### config.mk
export PLATFORM = sky130hd
export DESIGN_NAME = pin_port_with_pwm
export DESIGN_NICKNAME = d
export VERILOG_FILES = /design/src/pin_port_with_pwm.v /design/src/pin_sync.v /design/src/pwm_generator.v
export VERILOG_INCLUDE_DIRS = /design/src /design/src/src
export SDC_FILE = /design/constraint.sdc
export NUM_CORES = 1
export LEC_CHECK = 0
export ABC_AREA = 1
export ABC_CLOCK_PERIOD_IN_PS = 3080
export BUFFER_PORTS_ARGS = -buffer_cell sky130_fd_sc_hd__buf_2
export CAP_MARGIN = 20
export CORE_ASPECT_RATIO = 1.1
export CORE_MARGIN = 2
export CORE_UTILIZATION = 30
export CTS_CLUSTER_SIZE = 14
export DETAILED_ROUTE_END_ITERATION = 8
export GPL_TIMING_DRIVEN = 0
export MAX_ROUTING_LAYER = met4
export SETUP_SLACK_MARGIN = 0.02
export SYNTH_ARGS = -nofsm -noshare
export SYNTH_HDL_FRONTEND = slang
export SYNTH_SLANG_ARGS = --single-unit
### constraint.sdc
create_clock -name clk -period 3.08 [get_ports clk]
set_input_delay 0.924 -clock clk [delete_from_list [all_inputs] [get_ports clk]]
set_output_delay 0.924 -clock clk [all_outputs]
set_load 0.005 [all_outputs]
### src/pin_port_regs.vh
// register offsets, reset values and function codes of the pin port
// assumes byte-wide register access from the serial control front end
`ifndef PIN_PORT_REGS_VH
`define PIN_PORT_REGS_VH

// ----------------------------------------------------------------
// register offsets
// ----------------------------------------------------------------
`define ADDR_FUNC_PINS_1_2      8'h25
`define ADDR_FUNC_PINS_3_4      8'h26
`define ADDR_FUNC_PINS_5_6      8'h27
`define ADDR_FUNC_PINS_7_8      8'h28
`define ADDR_DRIVE_ENABLES      8'h29
`define ADDR_INPUT_ENABLES      8'h2A
`define ADDR_KEEPER_ENABLES     8'h2B
`define ADDR_OUTPUT_INVERT      8'h2C
`define ADDR_READBACK_ENABLES   8'h2D
`define ADDR_FLAG_LOGIC_LO      8'h2E
`define ADDR_FLAG_LOGIC_HI      8'h2F
`define ADDR_PWM1_HIGH          8'h30
`define ADDR_PWM1_DIV_LO        8'h31
`define ADDR_PWM1_DIV_HI        8'h32
`define ADDR_PWM2_HIGH          8'h33
`define ADDR_PWM2_DIV_LO        8'h34
`define ADDR_PWM2_DIV_HI        8'h35
`define ADDR_PWM3_HIGH          8'h36
`define ADDR_PIN_LEVELS         8'hF0

// ----------------------------------------------------------------
// reset values
// ----------------------------------------------------------------
`define RST_FUNC_PINS_1_2       8'h7D
`define RST_FUNC_OTHER          8'h00
`define RST_DRIVE_ENABLES       8'h03
`define RST_INPUT_ENABLES       8'h00
`define RST_KEEPER_ENABLES      8'h00
`define RST_OUTPUT_INVERT       8'h00
`define RST_READBACK_ENABLES    8'h00
`define RST_FLAG_LOGIC          16'h0007
`define RST_PWM_HIGH            8'h00
`define RST_PWM_DIV             16'h0000

// ----------------------------------------------------------------
// flag logic fields
// ----------------------------------------------------------------
`define FL_DAC_MODE             15
`define FL_SEL_HI               8
`define FL_SEL_LO               6
`define FL_OR_RAMP              5
`define FL_OR_VOLMIN            4
`define FL_OR_AUTOMUTE          3
`define FL_AND_RAMP             2
`define FL_AND_VOLMIN           1
`define FL_AND_AUTOMUTE         0

// ----------------------------------------------------------------
// pin function codes
// ----------------------------------------------------------------
`define FN_ANALOG_SHUTDOWN      4'h0
`define FN_DRIVE_LOW            4'h1
`define FN_DRIVE_HIGH           4'h2
`define FN_IDAC_CLOCK           4'h3
`define FN_INTERRUPT            4'h4
`define FN_MUTE_ALL             4'h5
`define FN_SYSTEM_MODE          4'h6
`define FN_LOCK_STATUS          4'h7
`define FN_ONE_FS_ENABLE        4'h8
`define FN_PWM1                 4'h9
`define FN_PWM2                 4'hA
`define FN_PWM3                 4'hB
`define FN_VOLUME_MIN           4'hC
`define FN_AUTOMUTE             4'hD
`define FN_RAMP_DONE            4'hE

`endif

### src/pin_port_with_pwm.v
// eight-pin general purpose port with status routing and three pwm outputs
// assumes a serial control front end that delivers byte reads and writes
// on the system clock; channel flags and status inputs are on that clock.
`timescale 1ns/1ns
`include "pin_port_regs.vh"
module pin_port_with_pwm #(
  parameter PINS = 8
) (
  input  wire            clk,
  input  wire            reset,
  input  wire [7:0]      regAddr,
  input  wire            regWrite,
  input  wire [7:0]      regWriteData,
  input  wire            regRead,
  output reg  [7:0]      regReadData,
  input  wire [PINS-1:0] pinIn,
  output reg  [PINS-1:0] pinOut,
  output reg  [PINS-1:0] pinDriveEnable,
  output reg  [PINS-1:0] weakKeeperEnable,
  input  wire [7:0]      volumeMinFlags,
  input  wire [7:0]      automuteFlags,
  input  wire [7:0]      rampDoneFlags,
  input  wire            interruptLevel,
  input  wire            lockStatus,
  input  wire            idacClock,
  input  wire            oneFsEnable,
  input  wire [15:0]     pwm3PeriodDivider,
  output reg             powerDownRequest,
  output reg             fullPerformanceRequest,
  output reg             muteAllRequest,
  output reg             analogShutdownRequest
);
  // ----------------------------------------------------------------
  // registers
  // ----------------------------------------------------------------
  reg  [4*PINS-1:0] pinFunctionCode;
  reg  [PINS-1:0]   pinInputEnable;
  reg  [PINS-1:0]   outputInvert;
  reg  [PINS-1:0]   pinReadbackEnable;
  reg  [15:0]       flagLogic;
  reg  [7:0]        pwm1HighCount;
  reg  [15:0]       pwm1PeriodDivider;
  reg  [7:0]        pwm2HighCount;
  reg  [15:0]       pwm2PeriodDivider;
  reg  [7:0]        pwm3HighCount;

  wire [PINS-1:0]   pinSynced;
  wire [PINS-1:0]   pinSampledInput;
  wire [2:0]        pwmOut;
  wire [PINS-1:0]   next_pinOut;
  reg  [7:0]        next_readData;
  reg               next_powerDown;
  reg               next_fullPerformance;
  reg               next_muteAll;
  reg               next_shutdown;

  always @(posedge clk) begin
    if (reset) begin
      pinFunctionCode   <= {`RST_FUNC_OTHER, `RST_FUNC_OTHER, `RST_FUNC_OTHER, `RST_FUNC_PINS_1_2};
      pinDriveEnable    <= `RST_DRIVE_ENABLES;
      pinInputEnable    <= `RST_INPUT_ENABLES;
      weakKeeperEnable  <= `RST_KEEPER_ENABLES;
      outputInvert      <= `RST_OUTPUT_INVERT;
      pinReadbackEnable <= `RST_READBACK_ENABLES;
      flagLogic         <= `RST_FLAG_LOGIC;
      pwm1HighCount     <= `RST_PWM_HIGH;
      pwm1PeriodDivider <= `RST_PWM_DIV;
      pwm2HighCount     <= `RST_PWM_HIGH;
      pwm2PeriodDivider <= `RST_PWM_DIV;
      pwm3HighCount     <= `RST_PWM_HIGH;
    end else if (regWrite) begin
      if (regAddr == `ADDR_FUNC_PINS_1_2) begin
        pinFunctionCode[7:0] <= regWriteData;
      end else if (regAddr == `ADDR_FUNC_PINS_3_4) begin
        pinFunctionCode[15:8] <= regWriteData;
      end else if (regAddr == `ADDR_FUNC_PINS_5_6) begin
        pinFunctionCode[23:16] <= regWriteData;
      end else if (regAddr == `ADDR_FUNC_PINS_7_8) begin
        pinFunctionCode[31:24] <= regWriteData;
      end else if (regAddr == `ADDR_DRIVE_ENABLES) begin
        pinDriveEnable <= regWriteData;
      end else if (regAddr == `ADDR_INPUT_ENABLES) begin
        pinInputEnable <= regWriteData;
      end else if (regAddr == `ADDR_KEEPER_ENABLES) begin
        weakKeeperEnable <= regWriteData;
      end else if (regAddr == `ADDR_OUTPUT_INVERT) begin
        outputInvert <= regWriteData;
      end else if (regAddr == `ADDR_READBACK_ENABLES) begin
        pinReadbackEnable <= regWriteData;
      end else if (regAddr == `ADDR_FLAG_LOGIC_LO) begin
        flagLogic[7:0] <= regWriteData;
      end else if (regAddr == `ADDR_FLAG_LOGIC_HI) begin
        // bits 14:9 reserved, held at zero
        flagLogic[15:8] <= {regWriteData[7], 6'h00, regWriteData[0]};
      end else if (regAddr == `ADDR_PWM1_HIGH) begin
        pwm1HighCount <= regWriteData;
      end else if (regAddr == `ADDR_PWM1_DIV_LO) begin
        pwm1PeriodDivider[7:0] <= regWriteData;
      end else if (regAddr == `ADDR_PWM1_DIV_HI) begin
        pwm1PeriodDivider[15:8] <= regWriteData;
      end else if (regAddr == `ADDR_PWM2_HIGH) begin
        pwm2HighCount <= regWriteData;
      end else if (regAddr == `ADDR_PWM2_DIV_LO) begin
        pwm2PeriodDivider[7:0] <= regWriteData;
      end else if (regAddr == `ADDR_PWM2_DIV_HI) begin
        pwm2PeriodDivider[15:8] <= regWriteData;
      end else if (regAddr == `ADDR_PWM3_HIGH) begin
        pwm3HighCount <= regWriteData;
      end
    end
  end

  // ----------------------------------------------------------------
  // register readback
  // ----------------------------------------------------------------
  always @* begin
    next_readData = 8'h00;
    if (regAddr == `ADDR_FUNC_PINS_1_2) begin
      next_readData = pinFunctionCode[7:0];
    end else if (regAddr == `ADDR_FUNC_PINS_3_4) begin
      next_readData = pinFunctionCode[15:8];
    end else if (regAddr == `ADDR_FUNC_PINS_5_6) begin
      next_readData = pinFunctionCode[23:16];
    end else if (regAddr == `ADDR_FUNC_PINS_7_8) begin
      next_readData = pinFunctionCode[31:24];
    end else if (regAddr == `ADDR_DRIVE_ENABLES) begin
      next_readData = pinDriveEnable;
    end else if (regAddr == `ADDR_INPUT_ENABLES) begin
      next_readData = pinInputEnable;
    end else if (regAddr == `ADDR_KEEPER_ENABLES) begin
      next_readData = weakKeeperEnable;
    end else if (regAddr == `ADDR_OUTPUT_INVERT) begin
      next_readData = outputInvert;
    end else if (regAddr == `ADDR_READBACK_ENABLES) begin
      next_readData = pinReadbackEnable;
    end else if (regAddr == `ADDR_FLAG_LOGIC_LO) begin
      next_readData = flagLogic[7:0];
    end else if (regAddr == `ADDR_FLAG_LOGIC_HI) begin
      next_readData = flagLogic[15:8];
    end else if (regAddr == `ADDR_PWM1_HIGH) begin
      next_readData = pwm1HighCount;
    end else if (regAddr == `ADDR_PWM1_DIV_LO) begin
      next_readData = pwm1PeriodDivider[7:0];
    end else if (regAddr == `ADDR_PWM1_DIV_HI) begin
      next_readData = pwm1PeriodDivider[15:8];
    end else if (regAddr == `ADDR_PWM2_HIGH) begin
      next_readData = pwm2HighCount;
    end else if (regAddr == `ADDR_PWM2_DIV_LO) begin
      next_readData = pwm2PeriodDivider[7:0];
    end else if (regAddr == `ADDR_PWM2_DIV_HI) begin
      next_readData = pwm2PeriodDivider[15:8];
    end else if (regAddr == `ADDR_PWM3_HIGH) begin
      next_readData = pwm3HighCount;
    end else if (regAddr == `ADDR_PIN_LEVELS) begin
      // disabled pins read zero, not a stale level
      next_readData = pinSampledInput & pinReadbackEnable;
    end
  end

  always @(posedge clk) begin
    if (reset) begin
      regReadData <= 8'h00;
    end else if (regRead) begin
      regReadData <= next_readData;
    end
  end

  // ----------------------------------------------------------------
  // pin inputs
  // ----------------------------------------------------------------
  pin_sync #(
    .WIDTH   (PINS)
  ) u_pin_sync (
    .clk     (clk),
    .reset   (reset),
    .asyncIn (pinIn),
    .syncOut (pinSynced)
  );

  // a disabled input path reads low everywhere downstream
  assign pinSampledInput = pinSynced & pinInputEnable;

  // ----------------------------------------------------------------
  // pwm generators
  // ----------------------------------------------------------------
  pwm_generator u_pwm1 (
    .clk           (clk),
    .reset         (reset),
    .highCount     (pwm1HighCount),
    .periodDivider (pwm1PeriodDivider),
    .pwmOut        (pwmOut[0])
  );

  pwm_generator u_pwm2 (
    .clk           (clk),
    .reset         (reset),
    .highCount     (pwm2HighCount),
    .periodDivider (pwm2PeriodDivider),
    .pwmOut        (pwmOut[1])
  );

  pwm_generator u_pwm3 (
    .clk           (clk),
    .reset         (reset),
    .highCount     (pwm3HighCount),
    .periodDivider (pwm3PeriodDivider),
    .pwmOut        (pwmOut[2])
  );

  // ----------------------------------------------------------------
  // combined channel flags
  // ----------------------------------------------------------------
  wire [2:0] channelSel = flagLogic[`FL_SEL_HI:`FL_SEL_LO];
  wire       volMinFlag = flagLogic[`FL_OR_VOLMIN]     ? |volumeMinFlags :
                          flagLogic[`FL_AND_VOLMIN]    ? &volumeMinFlags :
                          volumeMinFlags[channelSel];
  wire       muteFlag   = flagLogic[`FL_OR_AUTOMUTE]   ? |automuteFlags :
                          flagLogic[`FL_AND_AUTOMUTE]  ? &automuteFlags :
                          automuteFlags[channelSel];
  wire       rampFlag   = flagLogic[`FL_OR_RAMP]       ? |rampDoneFlags :
                          flagLogic[`FL_AND_RAMP]      ? &rampDoneFlags :
                          rampDoneFlags[channelSel];

  // ----------------------------------------------------------------
  // per-pin output source
  // ----------------------------------------------------------------
  genvar p;
  generate
    for (p = 0; p < PINS; p = p + 1) begin : g_pin
      wire [3:0] code = pinFunctionCode[4*p+3:4*p];
      reg        source;
      always @* begin
        source = 1'b0;
        case (code)
          `FN_DRIVE_HIGH:    source = 1'b1;
          `FN_IDAC_CLOCK:    source = idacClock;
          `FN_INTERRUPT:     source = interruptLevel;
          `FN_LOCK_STATUS:   source = lockStatus;
          `FN_ONE_FS_ENABLE: source = oneFsEnable;
          `FN_PWM1:          source = pwmOut[0];
          `FN_PWM2:          source = pwmOut[1];
          `FN_PWM3:          source = pwmOut[2];
          `FN_VOLUME_MIN:    source = volMinFlag;
          `FN_AUTOMUTE:      source = muteFlag;
          `FN_RAMP_DONE:     source = rampFlag;
          default:           source = 1'b0;
        endcase
      end
      assign next_pinOut[p] = source ^ outputInvert[p];
    end
  endgenerate

  // ----------------------------------------------------------------
  // input-function pins
  // ----------------------------------------------------------------
  integer i;
  always @* begin
    next_powerDown       = 1'b0;
    next_fullPerformance = 1'b0;
    next_muteAll         = 1'b0;
    next_shutdown        = 1'b0;
    for (i = 0; i < PINS; i = i + 1) begin
      if (pinFunctionCode[4*i +: 4] == `FN_SYSTEM_MODE && pinSampledInput[i]) begin
        // pin low leaves the mode to the main mode register
        next_powerDown       = next_powerDown | ~flagLogic[`FL_DAC_MODE];
        next_fullPerformance = next_fullPerformance | flagLogic[`FL_DAC_MODE];
      end
      if (pinFunctionCode[4*i +: 4] == `FN_MUTE_ALL && pinSampledInput[i]) begin
        next_muteAll = 1'b1;
      end
      if (pinFunctionCode[4*i +: 4] == `FN_ANALOG_SHUTDOWN && pinSampledInput[i]) begin
        next_shutdown = 1'b1;
      end
    end
  end

  always @(posedge clk) begin
    if (reset) begin
      pinOut                 <= {PINS{1'b0}};
      powerDownRequest       <= 1'b0;
      fullPerformanceRequest <= 1'b0;
      muteAllRequest         <= 1'b0;
      analogShutdownRequest  <= 1'b0;
    end else begin
      pinOut                 <= next_pinOut;
      powerDownRequest       <= next_powerDown;
      fullPerformanceRequest <= next_fullPerformance;
      muteAllRequest         <= next_muteAll;
      analogShutdownRequest  <= next_shutdown;
    end
  end
endmodule // pin_port_with_pwm

### src/pin_sync.v
// two-flop synchroniser for a bus of independent pin levels
// assumes each bit is a slow level; bits are not coherent with each other
`timescale 1ns/1ns
module pin_sync #(
  parameter WIDTH = 8
) (
  input  wire             clk,
  input  wire             reset,
  input  wire [WIDTH-1:0] asyncIn,
  output reg  [WIDTH-1:0] syncOut
);
  reg [WIDTH-1:0] firstStage;

  always @(posedge clk) begin
    if (reset) begin
      firstStage <= {WIDTH{1'b0}};
      syncOut    <= {WIDTH{1'b0}};
    end else begin
      firstStage <= asyncIn;
      syncOut    <= firstStage;
    end
  end
endmodule // pin_sync

### src/pwm_generator.v
// one pwm generator on the system clock
// assumes settings come from registers in the same clock domain
`timescale 1ns/1ns
module pwm_generator #(
  parameter COUNT_WIDTH = 8,
  parameter DIV_WIDTH   = 16
) (
  input  wire                   clk,
  input  wire                   reset,
  input  wire [COUNT_WIDTH-1:0] highCount,
  input  wire [DIV_WIDTH-1:0]   periodDivider,
  output reg                    pwmOut
);
  reg  [DIV_WIDTH-1:0] phase;
  wire                 lastCycle = (phase >= periodDivider);

  // ----------------------------------------------------------------
  // period counter and output
  // ----------------------------------------------------------------
  always @(posedge clk) begin
    if (reset) begin
      phase  <= {DIV_WIDTH{1'b0}};
      pwmOut <= 1'b0;
    end else begin
      // period is divider plus one cycles
      if (lastCycle) begin
        phase <= {DIV_WIDTH{1'b0}};
      end else begin
        phase <= phase + {{(DIV_WIDTH-1){1'b0}}, 1'b1};
      end
      // high first; high count at or past period length stays high
      pwmOut <= ({{(DIV_WIDTH-COUNT_WIDTH){1'b0}}, highCount} > phase);
    end
  end
endmodule // pwm_generator

Word-level counts from Yosys, hierarchy flattened:

Cells that the tools add are included.

* reduce and logical (&&, ||, !) cells: 59
* add/sub/neg operators: 3
* magnitude comparators: 7
* eq/ne operators: 123
* div/mod/pow operators: 0
* multipliers: 0
* mux-type cells: 71
* shift-type cells: 0
* bitwise gates (word level): 42

Operators by type and width (number)
* equality test 4 bit (second input constant): 56
* two-way mux 8 bit: 19
* equality test 8 x 6 -> 1 bit (second input constant): 18
* equality test 4 x 3 -> 1 bit (second input constant): 32
* one-hot mux 1 bit (11 select lines): 8
* equality test 4 x 2 -> 1 bit (second input constant): 16
* adder 16 x 1 -> 16 bit (second input constant): 3
* greater-or-equal comparator 16 bit: 3
* greater-than comparator 8 x 16 -> 1 bit: 3
* two-way mux 1 bit: 41
* zero test 4 bit: 8
* AND reduction 8 bit: 4
* logical AND 1 bit: 24
* OR reduction 8 bit: 3
* AND reduction 19 bit: 1
* inverter 1 bit: 18
* AND reduction 18 bit: 1
* AND reduction 17 bit: 1
* bitwise AND 8 bit: 2
* AND reduction 16 bit: 1
* AND reduction 15 bit: 1
* OR 1 bit: 14
* AND reduction 14 bit: 1
* AND reduction 13 bit: 1
* other kinds (15): 26

* bits in latches: 0
* bits of input ports: 72
* memory bits (read-only): 0
* bits in writable memories: 0
* memories: 0
* flip-flop bits (word level): 225
* logic and storage cells: 337
* output and inout bits: 36

Logic depth before layout (Yosys ltp):

Gate-level depths: netlist of run 1.

* depth in word-level cells: 21
* gate-level depth with buffers: 18
* depth with buffers taken out: 18

Cells and area by module:

A second synthesis of run 1 with hierarchy kept.

* cell total of the unflattened synthesis: 1946
* area total of the unflattened synthesis: 13304.0 um^2

By module, submodules not included
* pin_port_with_pwm: instances 1, area an instance 8558.2 um^2, seq. area each 3163.0 um^2, cells an instance 1277
* pwm_generator (u_pwm2 ...): instances 2, area an instance 1421.4 um^2, seq. area each 340.3 um^2, cells an instance 205
* pwm_generator (u_pwm1): instances 1, area an instance 1428.9 um^2, seq. area each 340.3 um^2, cells an instance 209
* pin_sync: instances 1, area an instance 474.2 um^2, seq. area each 320.3 um^2, cells an instance 50

Least setup slack after synthesis of run 1:

Ideal clock, no wire load.

* kind: input-to-reg
* start: in pwm3PeriodDivider[11]
* end: reg u_pwm3.phase[14]
* slack: 614 ps
* data required time: 3009 ps
* arrival time: 2395 ps
* stages: 9
* cell sequence: inv_1 ha_1 a21oi_1 o21a_1 nor3_1 a2111oi_0 nand4_1 clkbuf_1 a21oi_1

* cells in the longest elaborated chain, start to end: 2

Ends and longest elaborated chain
* from (decl): RTL line pin_port_with_pwm.v:27 `input wire [15:0] pwm3PeriodDivider,`
* greater-or-equal comparator 16 bit: RTL line pwm_generator.v:15 `wire lastCycle = (phase >= periodDivider);`
* OR reduction 2 bit (no line)
* to (signal assigned): RTL line pwm_generator.v:22 `phase <= {DIV_WIDTH{1'b0}};`
* to (signal assigned): RTL line pwm_generator.v:27 `phase <= {DIV_WIDTH{1'b0}};`
* to (signal assigned): RTL line pwm_generator.v:29 `phase <= phase + {{(DIV_WIDTH-1){1'b0}}, 1'b1};`
* to (decl): RTL line pwm_generator.v:14 `reg [DIV_WIDTH-1:0] phase;`

No other way between the ends.
A chain may end at the register's enable or synchronous reset.

Final worst setup path of run 1:

* start: in regAddr[2]
* end: reg regReadData[6]

* cells in the longest elaborated chain, start to end: 20
* elaborated cells between the ends (all ways): 38
* those cells by class: 19 x eq/ne; 19 x mux

Ends and longest elaborated chain
* from (decl): RTL line pin_port_with_pwm.v:11 `input wire [7:0] regAddr,`
* equality test 8 bit (no line)
* two-way mux 8 bit: RTL line pin_port_with_pwm.v:154 `` end else if (regAddr == `ADDR_PIN_LEVELS) begin ``
* two-way mux 8 bit: RTL line pin_port_with_pwm.v:152 `` end else if (regAddr == `ADDR_PWM3_HIGH) begin ``
* two-way mux 8 bit: RTL line pin_port_with_pwm.v:150 `` end else if (regAddr == `ADDR_PWM2_DIV_HI) begin ``
* two-way mux 8 bit: RTL line pin_port_with_pwm.v:148 `` end else if (regAddr == `ADDR_PWM2_DIV_LO) begin ``
* two-way mux 8 bit: RTL line pin_port_with_pwm.v:146 `` end else if (regAddr == `ADDR_PWM2_HIGH) begin ``
* two-way mux 8 bit: RTL line pin_port_with_pwm.v:144 `` end else if (regAddr == `ADDR_PWM1_DIV_HI) begin ``
* two-way mux 8 bit: RTL line pin_port_with_pwm.v:142 `` end else if (regAddr == `ADDR_PWM1_DIV_LO) begin ``
* [... 4 more ...]
* two-way mux 8 bit: RTL line pin_port_with_pwm.v:132 `` end else if (regAddr == `ADDR_OUTPUT_INVERT) begin ``
* two-way mux 8 bit: RTL line pin_port_with_pwm.v:130 `` end else if (regAddr == `ADDR_KEEPER_ENABLES) begin ``
* two-way mux 8 bit: RTL line pin_port_with_pwm.v:128 `` end else if (regAddr == `ADDR_INPUT_ENABLES) begin ``
* two-way mux 8 bit: RTL line pin_port_with_pwm.v:126 `` end else if (regAddr == `ADDR_DRIVE_ENABLES) begin ``
* two-way mux 8 bit: RTL line pin_port_with_pwm.v:124 `` end else if (regAddr == `ADDR_FUNC_PINS_7_8) begin ``
* two-way mux 8 bit: RTL line pin_port_with_pwm.v:122 `` end else if (regAddr == `ADDR_FUNC_PINS_5_6) begin ``
* two-way mux 8 bit: RTL line pin_port_with_pwm.v:120 `` end else if (regAddr == `ADDR_FUNC_PINS_3_4) begin ``
* two-way mux 8 bit (*): RTL line pin_port_with_pwm.v:118 `` if (regAddr == `ADDR_FUNC_PINS_1_2) begin ``
* to (signal assigned): RTL line pin_port_with_pwm.v:164 `regReadData <= next_readData;`
* to (decl): RTL line pin_port_with_pwm.v:15 `output reg [7:0] regReadData,`

Every way passes the cells marked *; elsewhere a longest branch is shown, timed or not.

==> results of run 1 <==
[flip-flops by register name, summed over array words and instances (netlist names), 8 cells and up]
register and flops:
pwm1HighCount 8, pinDriveEnable 8, pinInputEnable 8, pinReadbackEnable 8
u_pwm3.phase 16, u_pin_sync.firstStage 8, pwm3HighCount 8, u_pin_sync.syncOut 8
weakKeeperEnable 8, pinOut 8, pwm2HighCount 8, pwm1PeriodDivider 16
regReadData 8, outputInvert 8, pwm2PeriodDivider 16, u_pwm2.phase 16
flagLogic 10, u_pwm1.phase 16, pinFunctionCode 32
[how the worst max path moves through the flow]
stage,startpoint,endpoint,depth (start not counted)
floorplan,pwm3PeriodDivider[11],u_pwm3.phase[14]$_SDFF_PP0_,9
global placement,regAddr[6],regReadData[1]$_SDFFE_PP0P_,19
detailed placement,regAddr[6],regReadData[1]$_SDFFE_PP0P_,19
CTS,regAddr[6],regReadData[1]$_SDFFE_PP0P_,19
global route,regAddr[2],regReadData[6]$_SDFFE_PP0P_,16
finish,regAddr[2],regReadData[6]$_SDFFE_PP0P_,16
[metal layers]
layer | up-vias | part of all wire, % | routed length (microns) | global-route usage (%)
met5 | - | 0 | 0 | -
met4 | 0 | 3.8 | 1810 | 7.88
met3 | 87 | 6.1 | 2880 | 3.09
met2 | 429 | 48 | 22700 | 37.9
met1 | 5970 | 42 | 19800 | 25.7
li1 | 6296 | - | - | -
[report_power, final]
group / total (mW) / switching, mW / internal [mW]
Sequential: 2.95 / 0.0191 / 2.93
Clock: 3.09 / 1.29 / 1.80
Combinational: 0.417 / 0.303 / 0.114
Total: 6.46 / 1.61 / 4.85
[cells by family after synthesis]
logic type / Yosys count / share of synthesized area [%]
AND/OR/NAND/NOR: 719 / 26.2
AO/OA/AOI/OAI: 435 / 20.0
buffers and inverters: 309 / 9.61
flip-flops: 225 / 35.3
adder cells (fa/ha/maj): 75 / 7.35
XOR/XNOR: 23 / 1.58
[layout by cell type, fill, tap and decap left out, types with 4 or more instances in the layout]
| cell | count |
|---|---|
| sky130_fd_sc_hd__nand2_1 | 283 |
| sky130_fd_sc_hd__inv_1 | 236 |
| sky130_fd_sc_hd__dfxtp_1 | 225 |
| sky130_fd_sc_hd__nor2_1 | 205 |
| sky130_fd_sc_hd__a21oi_1 | 179 |
| sky130_fd_sc_hd__o21ai_0 | 122 |
| sky130_fd_sc_hd__buf_2 | 108 |
| sky130_fd_sc_hd__nand3_1 | 81 |
| sky130_fd_sc_hd__ha_1 | 75 |
| sky130_fd_sc_hd__a211oi_1 | 40 |
| sky130_fd_sc_hd__nor3_1 | 36 |
| sky130_fd_sc_hd__clkbuf_1 | 32 |
| sky130_fd_sc_hd__nand4_1 | 30 |
| sky130_fd_sc_hd__clkbuf_16 | 27 |
| sky130_fd_sc_hd__a221oi_1 | 24 |
| sky130_fd_sc_hd__xor2_1 | 21 |
| sky130_fd_sc_hd__nor4_1 | 14 |
| sky130_fd_sc_hd__o211ai_1 | 14 |
| sky130_fd_sc_hd__inv_2 | 13 |
| sky130_fd_sc_hd__nor3_2 | 11 |
| sky130_fd_sc_hd__nor3b_1 | 11 |
| sky130_fd_sc_hd__o21a_1 | 10 |
| sky130_fd_sc_hd__o22ai_1 | 9 |
| sky130_fd_sc_hd__clkbuf_8 | 9 |
| sky130_fd_sc_hd__nand2_2 | 8 |
| sky130_fd_sc_hd__nor3_4 | 7 |
| sky130_fd_sc_hd__buf_1 | 7 |
| sky130_fd_sc_hd__clkinv_2 | 7 |
| sky130_fd_sc_hd__nor2_2 | 6 |
| sky130_fd_sc_hd__o2111ai_1 | 6 |
| sky130_fd_sc_hd__a31oi_1 | 6 |
| sky130_fd_sc_hd__nor2_4 | 4 |
| sky130_fd_sc_hd__o21ai_1 | 4 |
[critical path, cell delays in order]
cell and delay [ns]:
sky130_fd_sc_hd__buf_2 0.12, sky130_fd_sc_hd__inv_1 0.09, sky130_fd_sc_hd__nor2_1 0.40, sky130_fd_sc_hd__nand2_2 0.21, sky130_fd_sc_hd__nor2_4 0.20, sky130_fd_sc_hd__buf_4 0.21, sky130_fd_sc_hd__nand2_1 0.12, sky130_fd_sc_hd__o211ai_1 0.14
sky130_fd_sc_hd__o22ai_1 0.15, sky130_fd_sc_hd__nand2_1 0.10, sky130_fd_sc_hd__nand2_1 0.09, sky130_fd_sc_hd__nand4_1 0.15, sky130_fd_sc_hd__o21ai_1 0.11, sky130_fd_sc_hd__nand2_1 0.10, sky130_fd_sc_hd__nand2_1 0.10, sky130_fd_sc_hd__a21oi_1 0.12
[metrics by stage]
stage          worst slack [ns]  instance area [sq um]  util, %  hold WS, ns  instances
6_report                  0.216                  14800     35.1        0.405       2497
5_1_grt                  0.0801                  14800     35.1        0.433       2497
4_1_cts                   0.210                  14800     35.1        0.408       2497
3_5_place_dp             -0.355                  14000     33.1        0.401       2450
3_3_place_gp             -0.353                  14000     33.1        0.398       2450
2_1_floorplan             0.614                  12800        -        0.388       1786
[area by class of cell]
type                       instances  area [sq um]
timing repair buffer              97           485
sequential                       225          4500
clock buffer                      38           807
buffer                            56           275
fill                            4565         27400
clock inverter                     9          50.0
multi-input combinational       1252          7050
inverter                         253           952
tap                              567           709
==> results.md, run 1 <==
Floorplanning:
- The die extent in y is 220 microns.
- The width of the die is 201 microns.
- The area of the core region is 42200 sq um.
- The floorplan die area is 44300 sq um.
- 108 I/O pins were placed.
- Once the floorplan was initialized, standard cells occupied 30.3% of the core.
- The floorplan has 79 rows.

CTS:
- Clock tree synthesis inserted a total of 26 buffers.
- Once the clock tree was built, the resizer swapped 0 gates to a different size.
- In this run the number of H-tree levels came out at 1.
- CTS saw roughly 230 sinks.
- Hold repair after CTS inserted 0 buffers.
- The clock transition time at the flip-flop clock pins of the worst setup and hold paths is 0.06 ns.
- The library cell used as clock root buffer is sky130_fd_sc_hd__clkbuf_16.
- The number of setup buffers added after CTS is 0.
- The clock reaches the later pin of the worst-skew pair after between 0.5 and 0.6 ns.
- No sink is reached through more buffers than the 3 on the longest clock path.
- The TritonCTS clock tree is done.

STA:
- Of the available clock period, the critical path in the final layout requires between 90% and 100%.
- The minimum clock period after layout is around 2.9 ns.
- The clock arrives with 0.0125 ns of skew.
- The transition time of the tightest slew-check pin is 0.985 ns.
- Setup repair after global routing left no endpoint under its margin.
- The max-slew violation total from the final report came to 0.
- Timing would allow up to 349 MHz.
- The number of failing setup endpoints in the final timing report is 0.
- The number of endpoints with negative hold slack in the final report is 0.
- The setup total negative slack is 0 ns.
- In this run the tightest slew margin relative to its limit is between 30% and 40%.

Yosys:
- The mean cell area of the mapped netlist is 7.15 sq um.
- The number of nets in the synthesized netlist is 1933.
- Synthesis inferred 225 register bits.
- After synthesis, the cell types taking the most area are sky130_fd_sc_hd__dfxtp_1 35%, sky130_fd_sc_hd__nand2_1 8.3%, sky130_fd_sc_hd__ha_1 7.3%.
- The number of warnings issued by yosys is 0.
- By count the netlist is led by 283 x sky130_fd_sc_hd__nand2_1, 236 x sky130_fd_sc_hd__inv_1, 225 x sky130_fd_sc_hd__dfxtp_1.
- The number of different library cells in the post-synthesis netlist is slightly above 60.
- Counting every instance in the synthesized netlist gives 1786.
- The synthesized netlist occupies a cell area of ~13000 sq um.
- The cell with the most instances after synthesis is sky130_fd_sc_hd__nand2_1.
- The top-area cell type share of the netlist area is 35.3%.
- The share of the Yosys chip area taken by registers is roughly a third.
- In the synthesized netlist the async set-or-reset flop fraction comes to 0%.
- The number of enable-type register cells in the synthesized netlist is 0.
- The leading area contributor after synthesis is sky130_fd_sc_hd__dfxtp_1.
- Among all flip-flop cells after synthesis, the most frequent one is sky130_fd_sc_hd__dfxtp_1.

Outcome:
- The run finished with clean final reports.

Worst hold path:
- The worst hold path terminates at u_pin_sync.syncOut[7]$_SDFF_PP0_.
- The hold path startpoint is u_pin_sync.firstStage[7]$_SDFF_PP0_.
- The path type of the worst min-delay path is reg2reg.
- The worst hold path passes through 2 cells.

Global route:
- The total global routing overflow is 0.
- Entering global routing, the biggest net connects 13 pins.
- The initial antenna violation count is 0.
- The global routing usage summed across all routing layers is a little over a fifth.
- The first-pass GRT wire length is 71700 microns.
- The via count of the first global-routing pass was 12400.

Final layout:
- The area added between synthesis and finish is 16.1%.
- The share of cells above drive strength 1 is about an eighth.
- The final-stage net count is a little over 2000.
- The number of antenna diodes in the final layout is 0.

Worst setup path:
- The endpoint type of the worst setup path is a flop.
- The number of cells on the worst reg-to-reg path is 12.
- In this run the critical register-to-register path is launched from flagLogic[7]$_SDFFE_PP0P_.
- The type of origin of the critical path is a primary input.
- The path type of the worst setup path is in2reg.
- In this run the register-to-register setup slack is 0.36 ns.
- At the worst endpoint, the arrival time is about 3.3 ns.
- In this run the worst path has a maximum fanout of 10.
- For the worst setup path, the data required time is between 3 and 4 ns.
- The reg-to-reg endpoint is pinOut[2]$_SDFF_PP0_.

Flow run:
- The total of max-cap violations is 0.

Place:
- Buffers placed on the I/O ports in this run total 97.
- Detailed placement ended at an HPWL of 36900 microns.
- Routability-driven placement finished with a final weighted congestion of 0.951.

Pwr:
- The worst-case IR drop observed on VDD is roughly 380 uV.
- Power spread over the standard cell area amounts to between 400 and 500 nW/um^2.
- The leakage power total is 6.13 nW.
- The total power is 6.46 mW.

Drt:
- The via total after detailed routing is between 10000 and 15000.
- The routed design has between 40000 and 50000 microns of wire.
- The detailed-router iteration count before antenna repair is 5.
- The total DRC errors in the routed layout is 0.
- The average detailed-routed wire length per instance is 18.9 microns.
- The detailed-route vias per instance is around 5.1.
- The count of routing violations after the opening detailed-route iteration is slightly above 900.
- The number of antenna-violating nets in the routed design is 0.
No activity file was read; power rests on OpenSTA's default activity.
==> run 2, diff against run 1 <==
Settings changed: CELL_PAD_IN_SITES_DETAIL_PLACEMENT set to 1, CELL_PAD_IN_SITES_GLOBAL_PLACEMENT set to 1, PLACE_DENSITY_LB_ADDON set to 0.1.
==> results.md, run 2 (synthesis results as in run 1) <==
CTS:
- The total CTS buffers is 29 (+12%).
- The number of sinks handled by clock tree synthesis is 225 (unchanged).
- The library cell used as clock root buffer is sky130_fd_sc_hd__clkbuf_16.
- The post-CTS setup buffer count was 0 (unchanged).
- The CTS H-tree depth is 1 (unchanged).
- The buffer levels on the longest clock path was 3 (unchanged).
- The count of hold-fix buffers inserted at cts came to 0 (unchanged).
- The TritonCTS clock tree is done.
- The clock insertion delay at the later pin of the skew report is 0.59 ns (+0.04 ns).
- The clock transition time at the flip-flop clock pins of the worst setup and hold paths is 0.06 ns (about the same).

Drt:
- The aggregate routed wire length was 53000 microns (+12%).
- The number of antenna-violating nets in the routed design is 0 (unchanged).
- The detailed-route vias per instance is 5.20 (+1.6%).
- The count of routing violations after the opening detailed-route iteration is 933 (+2.4%).
- The via total after detailed routing came to 13000 (+1.9%).
- The total DRC errors in the routed layout is 0 (unchanged).
- The detailed-router iteration count before antenna repair is 5 (unchanged).
- The average detailed-routed wire length per instance is 21.2 microns (+12%).

Global route:
- The initial antenna violation count is 2 (+2).
- The total global routing overflow is 0 (unchanged).
- The largest net degree at the start of global routing is 16 (+3).
- The first-pass GRT wire length was 80900 microns (+13%).
- The via count of the first global-routing pass is 13300 (+7.3%).
- The global routing usage summed across all routing layers is 24.7% (+3.0 points).

Final layout:
- The library cells used most frequently in the layout, excluding fill and tap cells, are 283 x sky130_fd_sc_hd__nand2_1, 236 x sky130_fd_sc_hd__inv_1, 225 x sky130_fd_sc_hd__dfxtp_1.
- Leaving out fill and tap cells, the most frequent cell in the layout is sky130_fd_sc_hd__nand2_1.
- The share of cells above drive strength 1 came to 12.0% (+0.17 points).
- The number of flip-flops in the largest register was 32 (unchanged).
- The utilization after layout is 35.6% (+0.49 points).
- The cell area after layout is 15000 sq um (+1.4%).
- The register with the most flip-flops is pinFunctionCode.
- The final-stage net count is 2061 (+0.15%).
- The area growth from synthesis to layout is 17.7%.

Worst setup path:
- The path type of the worst setup path is in2reg.
- The largest fanout on the critical path came to 10 (unchanged).
- The path depth of the worst reg2reg path is 14 (+2).
- The worst stage delay on the critical path is 0.37 ns (-0.03 ns).
- The data arrival time of the worst path is 3.36 ns (+0.03 ns).
- The required arrival time at the worst endpoint was 3.59 ns (+0.04 ns).
- The buffer and inverter count on the worst path was 3 (unchanged).
- The family of cells with the greatest summed delay on the critical path is simple AND/OR/NAND/NOR gates.
- Walking the worst path, the cells encountered are buf_2, inv_1, nor2_1, nand2_2, nor2_4, buf_4, nand2_1, o211ai_1, o22ai_1, nand2_1, nand2_1, nand4_1, o21ai_1, nand2_1, nand2_1, a21oi_1.
- The startpoint of the worst register-to-register path is flagLogic[6]$_SDFFE_PP0P_.
- The highest-delay cell along the critical path is sky130_fd_sc_hd__nor2_1.
- The reg-to-reg endpoint is pinOut[1]$_SDFF_PP0_.
- Counting stages on the worst path, the most repeated cell is sky130_fd_sc_hd__nand2_1.
- The type of origin of the critical path is a primary input.
- STA classifies the critical path endpoint as a flop.
- The internal reg-to-reg setup slack is 0.33 ns (-0.03 ns).

Place:
- The placed wire-length estimate after detailed placement is 41600 microns (+13%).
- The placer congestion estimate is 0.927 (-2.6%).
- The port buffer count is 97 (unchanged).
- The placed standard-cell area came to 14000 sq um (unchanged).

Floorplanning:
- The width of the die is 201 microns (unchanged).
- The effective utilization at floorplan is 30.3% (unchanged).
- The number of top-level design ports came to 108 (unchanged).
- The floorplan die area is 44300 sq um (unchanged).
- The row count is 79 (unchanged).
- The die extent in y is 220 microns (unchanged).
- The area of the core region is 42200 sq um (unchanged).

Pwr:
- The peak supply drop is 429 uV (+12%).
- The leakage power total was 6.22 nW (+1.5%).
- The power per cell area is 478 nW/um^2 (+9.8%).

STA:
- The upper clock frequency limit came to 350 MHz (+0.38%).
- The transition time of the tightest slew-check pin was 1.12 ns (+0.136 ns).
- The minimum clock period after layout was 2.85 ns (-0.0108 ns).
- The number of endpoints with negative hold slack in the final report is 0 (unchanged).
- The final worst clock skew was 0.0178 ns (+0.00529 ns).
- The number of failing setup endpoints in the final timing report is 0 (unchanged).
- The share of the clock period used by the worst path is 92.6% (-0.35 points).
- The max-slew violation total from the final report came to 0 (unchanged).
- Setup repair after global routing left no endpoint under its margin.
- The max-slew headroom at the worst pin is 25.3% (-9.1 points).

Worst hold path:
- The hold path depth came to 2 (unchanged).
- The hold path startpoint is u_pin_sync.firstStage[3]$_SDFF_PP0_.
- The terminating pin of the worst hold path is u_pin_sync.syncOut[3]$_SDFF_PP0_.
- The worst hold path belongs to the class reg2reg.

Flow run:
- The total of max-cap violations came to 0 (unchanged).

Outcome:
- The flow ran to the end, and the final reports show no timing, DRC or antenna violations.
run 2: cell types whose count changed in the layout (fill, tap and decap cells not counted), sizes merged:
| cell | before | now |
|---|---|---|
| bufinv | 0 | 6 |
| inv | 250 | 251 |
| diode | 0 | 1 |
| clkinvlp | 2 | 1 |
| clkbuf | 69 | 71 |
| clkinv | 10 | 8 |
run 2: final cells by class:
type | instances | area [sq um]
diodes | 1 | 2.50
plain buffers | 56 | 275
clock buffers | 40 | 827
clock inverters | 13 | 233
fillers | 5310 | 27200
inverters | 253 | 952
multi-input cells | 1252 | 7050
flip-flops and latches | 225 | 4500
well taps | 567 | 709
repair buffers | 97 | 485
run 2: where the power goes:
part	internal [mW]	total [mW]	switching (mW)
sequential	2.93	2.96	0.0213
combinational	0.114	0.434	0.319
clock	2.37	3.80	1.43
total	5.42	7.19	1.77
run 2: what timing repair did:
action,in CTS,in global routing
setup endpoints to repair,0,1
resized for setup,0,2
endpoints found under the hold margin,0,0
run 2: routing by layer:
metal | part of all wire [%] | vias up | global-route usage [%]
met3 | 4.3 | 73 | 2.56
met1 | 43 | 6371 | 29.9
li1 | - | 6307 | -
met5 | 0 | - | -
met2 | 50 | 270 | 44.1
met4 | 2.6 | 0 | 6.67
run 2: how the worst max path moves through the flow:
stage                     slack (ns)                          end  cells past startpoint                        from
after detailed placement       -0.33  regReadData[1]$_SDFFE_PP0P_                     18                  regAddr[5]
after global placement         -0.33  powerDownRequest$_SDFF_PP0_                      4                       reset
after CTS                       0.27  regReadData[1]$_SDFFE_PP0P_                     18                  regAddr[5]
after global routing             0.1   u_pwm1.phase[5]$_SDFF_PP0_                     15  u_pwm1.phase[0]$_SDFF_PP0_
final                           0.23  regReadData[6]$_SDFFE_PP0P_                     16                  regAddr[2]
after floorplan                 0.61  u_pwm3.phase[14]$_SDFF_PP0_                      9       pwm3PeriodDivider[11]
run 2: stage by stage:
step,worst slack (ns),power (mW),cells,hold slack (ns),setup TNS (ns)
2_1_floorplan,0.614,3.23,1786,0.388,0
3_3_place_gp,-0.332,3.45,2450,0.404,-12.08
3_5_place_dp,-0.335,3.46,2450,0.399,-11.36
4_1_cts,0.273,7.27,2503,0.407,0
5_1_grt,0.0981,7.44,2504,0.429,0
6_report,0.227,7.19,2504,0.406,0
run 2: worst reg2reg max path, delay by kind of cell (launching register included):
kind	cells	cell delay [ns]
xor+xnor	1	0.19
compound gates	3	0.24
simple gates	7	1.17
buf+inv	3	0.71
flops	1	0.30
==> run 3, diff against run 2 <==
Settings changed: ABC_AREA 1 to not set, ABC_CLOCK_PERIOD_IN_PS 3080 to 3300.
Clock period 3.08 ns to 3.3 ns, I/O delays scaled along.
==> results.md, run 3 <==
Yosys:
- The number of nets in the synthesized netlist is 1843 (-4.7%).
- The mean cell area of the mapped netlist came to 8.17 sq um (+14%).
- The number of synthesized register bits is 225 (unchanged).
- The sequential share of the synthesized area is 32.5% (-2.7 points).
- The number of different library cells in the post-synthesis netlist was 79 (+27%).
- The number of warnings issued by yosys is 0 (unchanged).
- In the synthesized netlist, the cells that appear most often are 225 x sky130_fd_sc_hd__dfxtp_1, 193 x sky130_fd_sc_hd__nand2_1, 170 x sky130_fd_sc_hd__nor2_1.
- The post-synth design cell area is 13900 sq um (+8.4%).
- The leading area contributor after synthesis is sky130_fd_sc_hd__dfxtp_1.
- The fraction of synthesis flops using an asynchronous set or reset pin is 0% (unchanged).
- The gate count of the mapped netlist is 1696 (-5.0%).
- The most frequently used flop master after synthesis is sky130_fd_sc_hd__dfxtp_1.
- The cell with the most instances after synthesis is sky130_fd_sc_hd__dfxtp_1.
- The top-area cell type share of the netlist area is 32.5% (-2.7 points).
- Ranked by total cell area, the synthesized netlist is headed by sky130_fd_sc_hd__dfxtp_1 33%, sky130_fd_sc_hd__mux2i_1 9.1%, sky130_fd_sc_hd__ha_1 6.8%.
- The number of enable-type register cells in the synthesized netlist is 0 (unchanged).

Floorplanning:
- The die extent in y is 229 microns (+4.1%).
- The row count was 82 (+3.8%).
- The floorplan die area came to 47900 sq um (+8.3%).
- The effective utilization at floorplan is 30.4% (+0.14 points).
- The number of top-level design ports is 108 (unchanged).
- The width of the die is 209 microns (+4.1%).
- The area of the core region is 45600 sq um (+7.9%).

STA:
- The number of endpoints with negative hold slack in the final report is 0 (unchanged).
- The transition time of the tightest slew-check pin is 1.19 ns (+0.0702 ns).
- For this run, the top clock speed supported by timing is 304 MHz.
- The worst path in the final design needs a cycle of 3.29 ns, including I/O delays and setup.
- The minimum setup slack in the final design is 0.0141 ns (-0.213 ns).
- The setup total negative slack is 0 ns (unchanged).
- Setup repair after global routing could not meet its margin everywhere.
- The number of failing setup endpoints in the final timing report came to 0 (unchanged).
- The share of the clock period used by the worst path is ~100%.
- The final worst clock skew is 0.0287 ns (+0.0109 ns).
- The max-slew headroom at the worst pin is 20.6% (-4.7 points).
- The worst-case hold slack came to 0.437 ns (+0.0307 ns).
- The max-slew violation total from the final report came to 0 (unchanged).

Outcome:
- The run finished with clean final reports.

Final layout:
- Relative to the synthesized area, the layout overhead comes to 17.0%.
- The multi-input combinational cell area came to 8630 sq um (+22%).
- The most common library cell in the layout ignoring fill and taps is sky130_fd_sc_hd__dfxtp_1.
- The filler cell count is 5471 (+3.0%).
- The share of cells above drive strength 1 is 12.1% (+0.12 points).
- The final-stage net count is 1974 (-4.2%).
- The sequential cell area was 4500 sq um (unchanged).
- The number of flip-flops in the largest register is 32 (unchanged).
- The cell area after layout is 16200 sq um (+7.8%).
- The filler-free cell count of the finished design was 2438 (-2.6%).
- The diode insertion count for antenna repair is 0 (-1).
- Leaving out fill and tap cells, the most frequent cells in the layout are 225 x sky130_fd_sc_hd__dfxtp_1, 193 x sky130_fd_sc_hd__nand2_1, 169 x sky130_fd_sc_hd__nor2_1.
- The register with the most flip-flops is pinFunctionCode.

Pwr:
- The power per cell area is 423 nW/um^2 (-11%).
- The peak supply drop is 359 uV (-16%).
- The switching power as a share of total power is 25.6% (+0.98 points).
- The switching power was 1.75 mW (-0.75%).
- The leakage power total is 5.79 nW (-7.0%).
- The internal power of the cells is 5.11 mW (-5.8%).
- The sequential share of power is 40.3% (-0.8 points).
- The clock network fraction of total power is 52.0% (-0.9 points).
- The combinational share of power came to 7.7% (+1.7 points).

Drt:
- The aggregate routed wire length is 63900 microns (+20%).
- The number of antenna-violating nets in the routed design is 0 (unchanged).
- The detailed-route vias per instance was 5.55 (+6.7%).
- The average detailed-routed wire length per instance is 26.2 microns (+24%).
- The total DRC errors in the routed layout was 0 (unchanged).
- The via total after detailed routing is 13500 (+3.9%).
- The detailed-router iteration count before antenna repair is 5 (unchanged).
- The count of routing violations after the opening detailed-route iteration is 765 (-18%).

Place:
- The placed wire-length estimate after detailed placement was 49100 microns (+18%).
- The placed standard-cell area is 15100 sq um (+8.1%).
- The count of placed standard cells including taps is 2384 (-2.7%).
- The placer congestion estimate is 0.949 (+2.4%).
- The pre-CTS setup slack is -0.980 ns (-0.645 ns).
- The port buffer count is 97 (unchanged).

Global route:
- The global routing usage summed across all routing layers is 27.3% (+2.6 points).
- The initial antenna violation count is 0 (-2).
- The via count of the first global-routing pass was 13900 (+4.4%).
- The total global routing overflow is 0 (unchanged).
- The largest net degree at the start of global routing was 15 (-1).
- The first-pass GRT wire length is 94800 microns (+17%).

Worst setup path:
- The required arrival time at the worst endpoint is 3.74 ns (+0.15 ns).
- The path type of the worst setup path is in2reg.
- The internal reg-to-reg setup slack is 0.51 ns (+0.18 ns).
- The data arrival time of the worst path came to 3.72 ns (+0.36 ns).
- The startpoint of the worst register-to-register path is u_pwm2.phase[10]$_SDFF_PP0_.
- The endpoint type of the worst setup path is a flop.
- The worst register-to-register path ends at u_pwm2.phase[15]$_SDFF_PP0_.
- STA classifies the critical path startpoint as a primary input.
- The path depth of the worst reg2reg path is 8 (-6).
- The largest fanout on the critical path is 10 (unchanged).

CTS:
- The CTS H-tree depth is 1 (unchanged).
- The buffer levels on the longest clock path is 3 (unchanged).
- The count of hold-fix buffers inserted at cts is 0 (unchanged).
- The clock transition time at the flip-flop clock pins of the worst setup and hold paths is 0.07 ns (about the same).
- The library cell used as clock root buffer is sky130_fd_sc_hd__clkbuf_16.
- The TritonCTS clock tree is done.
- The clock insertion delay at the later pin of the skew report is 0.58 ns (about the same).
- The number of sinks handled by clock tree synthesis is 225 (unchanged).
- The total CTS buffers is 29 (unchanged).

Worst hold path:
- The hold path startpoint is u_pin_sync.firstStage[7]$_SDFF_PP0_.
- The terminating pin of the worst hold path is u_pin_sync.syncOut[7]$_SDFF_PP0_.
- The path type of the worst min-delay path is reg2reg.
- The hold path depth came to 1 (-1).

Flow run:
- The total of max-cap violations came to 0 (unchanged).
run 3: changes by cell type after synthesis, moves of 35 or more:
| cell | previous run | this run |
|---|---|---|
| sky130_fd_sc_hd__nand2_1 | 283 | 193 |
| sky130_fd_sc_hd__nor2_1 | 205 | 170 |
| sky130_fd_sc_hd__nor2b_1 | 0 | 53 |
| sky130_fd_sc_hd__inv_1 | 236 | 88 |
| sky130_fd_sc_hd__clkbuf_1 | 30 | 74 |
| sky130_fd_sc_hd__o21ai_0 | 122 | 45 |
| sky130_fd_sc_hd__mux2i_1 | 0 | 126 |
| sky130_fd_sc_hd__a21oi_1 | 179 | 97 |
run 3: per-layer routing:
| metal | vias to the layer above | part of all wire [%] | track usage [%] |
|---|---|---|---|
| li1 | 6359 | - | - |
| met1 | 6707 | 42 | 32.9 |
| met2 | 337 | 49 | 47.5 |
| met3 | 123 | 4.1 | 2.62 |
| met4 | 0 | 4.0 | 9.78 |
| met5 | - | 0 | - |
run 3: power by group through the flow:
| stage | Sequential, mW | Clock (mW) | Combinational (mW) |
|---|---|---|---|
| after CTS | 2.76 | 3.64 | 0.522 |
| final | 2.76 | 3.57 | 0.528 |
| after floorplan | 2.81 | 0 | 0.260 |
| after detailed placement | 2.82 | 0 | 0.520 |
| after global routing | 2.76 | 3.76 | 0.561 |
| after global placement | 2.82 | 0 | 0.510 |
run 3: worst max path at each step:
stage | depth (start not counted) | end | from | slack, ns
floorplan | 9 | u_pwm3.phase[4]$_SDFF_PP0_ | pwm3PeriodDivider[13] | 0.37
CTS | 6 | pwm2HighCount[5]$_SDFFE_PP0P_ | reset | 0.06
global route | 8 | regReadData[0]$_SDFFE_PP0P_ | regAddr[0] | -0.04
finish | 7 | regReadData[7]$_SDFFE_PP0P_ | regAddr[1] | 0.01
global placement | 6 | flagLogic[7]$_SDFFE_PP0P_ | reset | -1.38
detailed placement | 8 | regReadData[7]$_SDFFE_PP0P_ | regAddr[1] | -0.98
run 3: cell families after synthesis:
family,count (synthesis),synth area share [%]
xor gates and xnor gates,42,2.66
DFF,225,32.5
adders and majority gates,75,6.77
buffers and inverters,192,5.34
muxes,151,12.2
AOI/OAI and AO/OA,318,15.5
and+or+nand+nor,693,25.0
run 3: critical path: stages:
cell and delay, ns:
sky130_fd_sc_hd__buf_2 0.14, sky130_fd_sc_hd__buf_2 0.30, sky130_fd_sc_hd__clkbuf_1 0.41, sky130_fd_sc_hd__clkbuf_1 0.64, sky130_fd_sc_hd__o22ai_1 0.23, sky130_fd_sc_hd__a2111oi_0 0.90, sky130_fd_sc_hd__nor4_1 0.10
run 3: per-stage QoR:
| step | total power, mW | utilization [%] |
|---|---|---|
| 6_report | 6.86 | 35.6 |
| 5_1_grt | 7.08 | 35.6 |
| 4_1_cts | 6.93 | 35.6 |
| 3_5_place_dp | 3.34 | 33.2 |
| 3_3_place_gp | 3.33 | 33.1 |
| 2_1_floorplan | 3.07 | - |
run 3: layout make-up:
type,count,share of cell area (%)
well taps,588,4.54
clock buffers,37,5.03
plain buffers,104,2.59
flip-flops and latches,225,27.8
repair buffers,100,3.19
inverters,88,2.04
clock inverters,17,1.61
multi-input cells,1279,53.2
run 3: timing repair:
item,4_1_cts,5_1_grt
endpoints found under the setup margin,25,22
gates cloned,0,0
buffers inserted,0,0
gates resized for setup,6,9
pin swaps,0,0
endpoints found under the hold margin,0,0
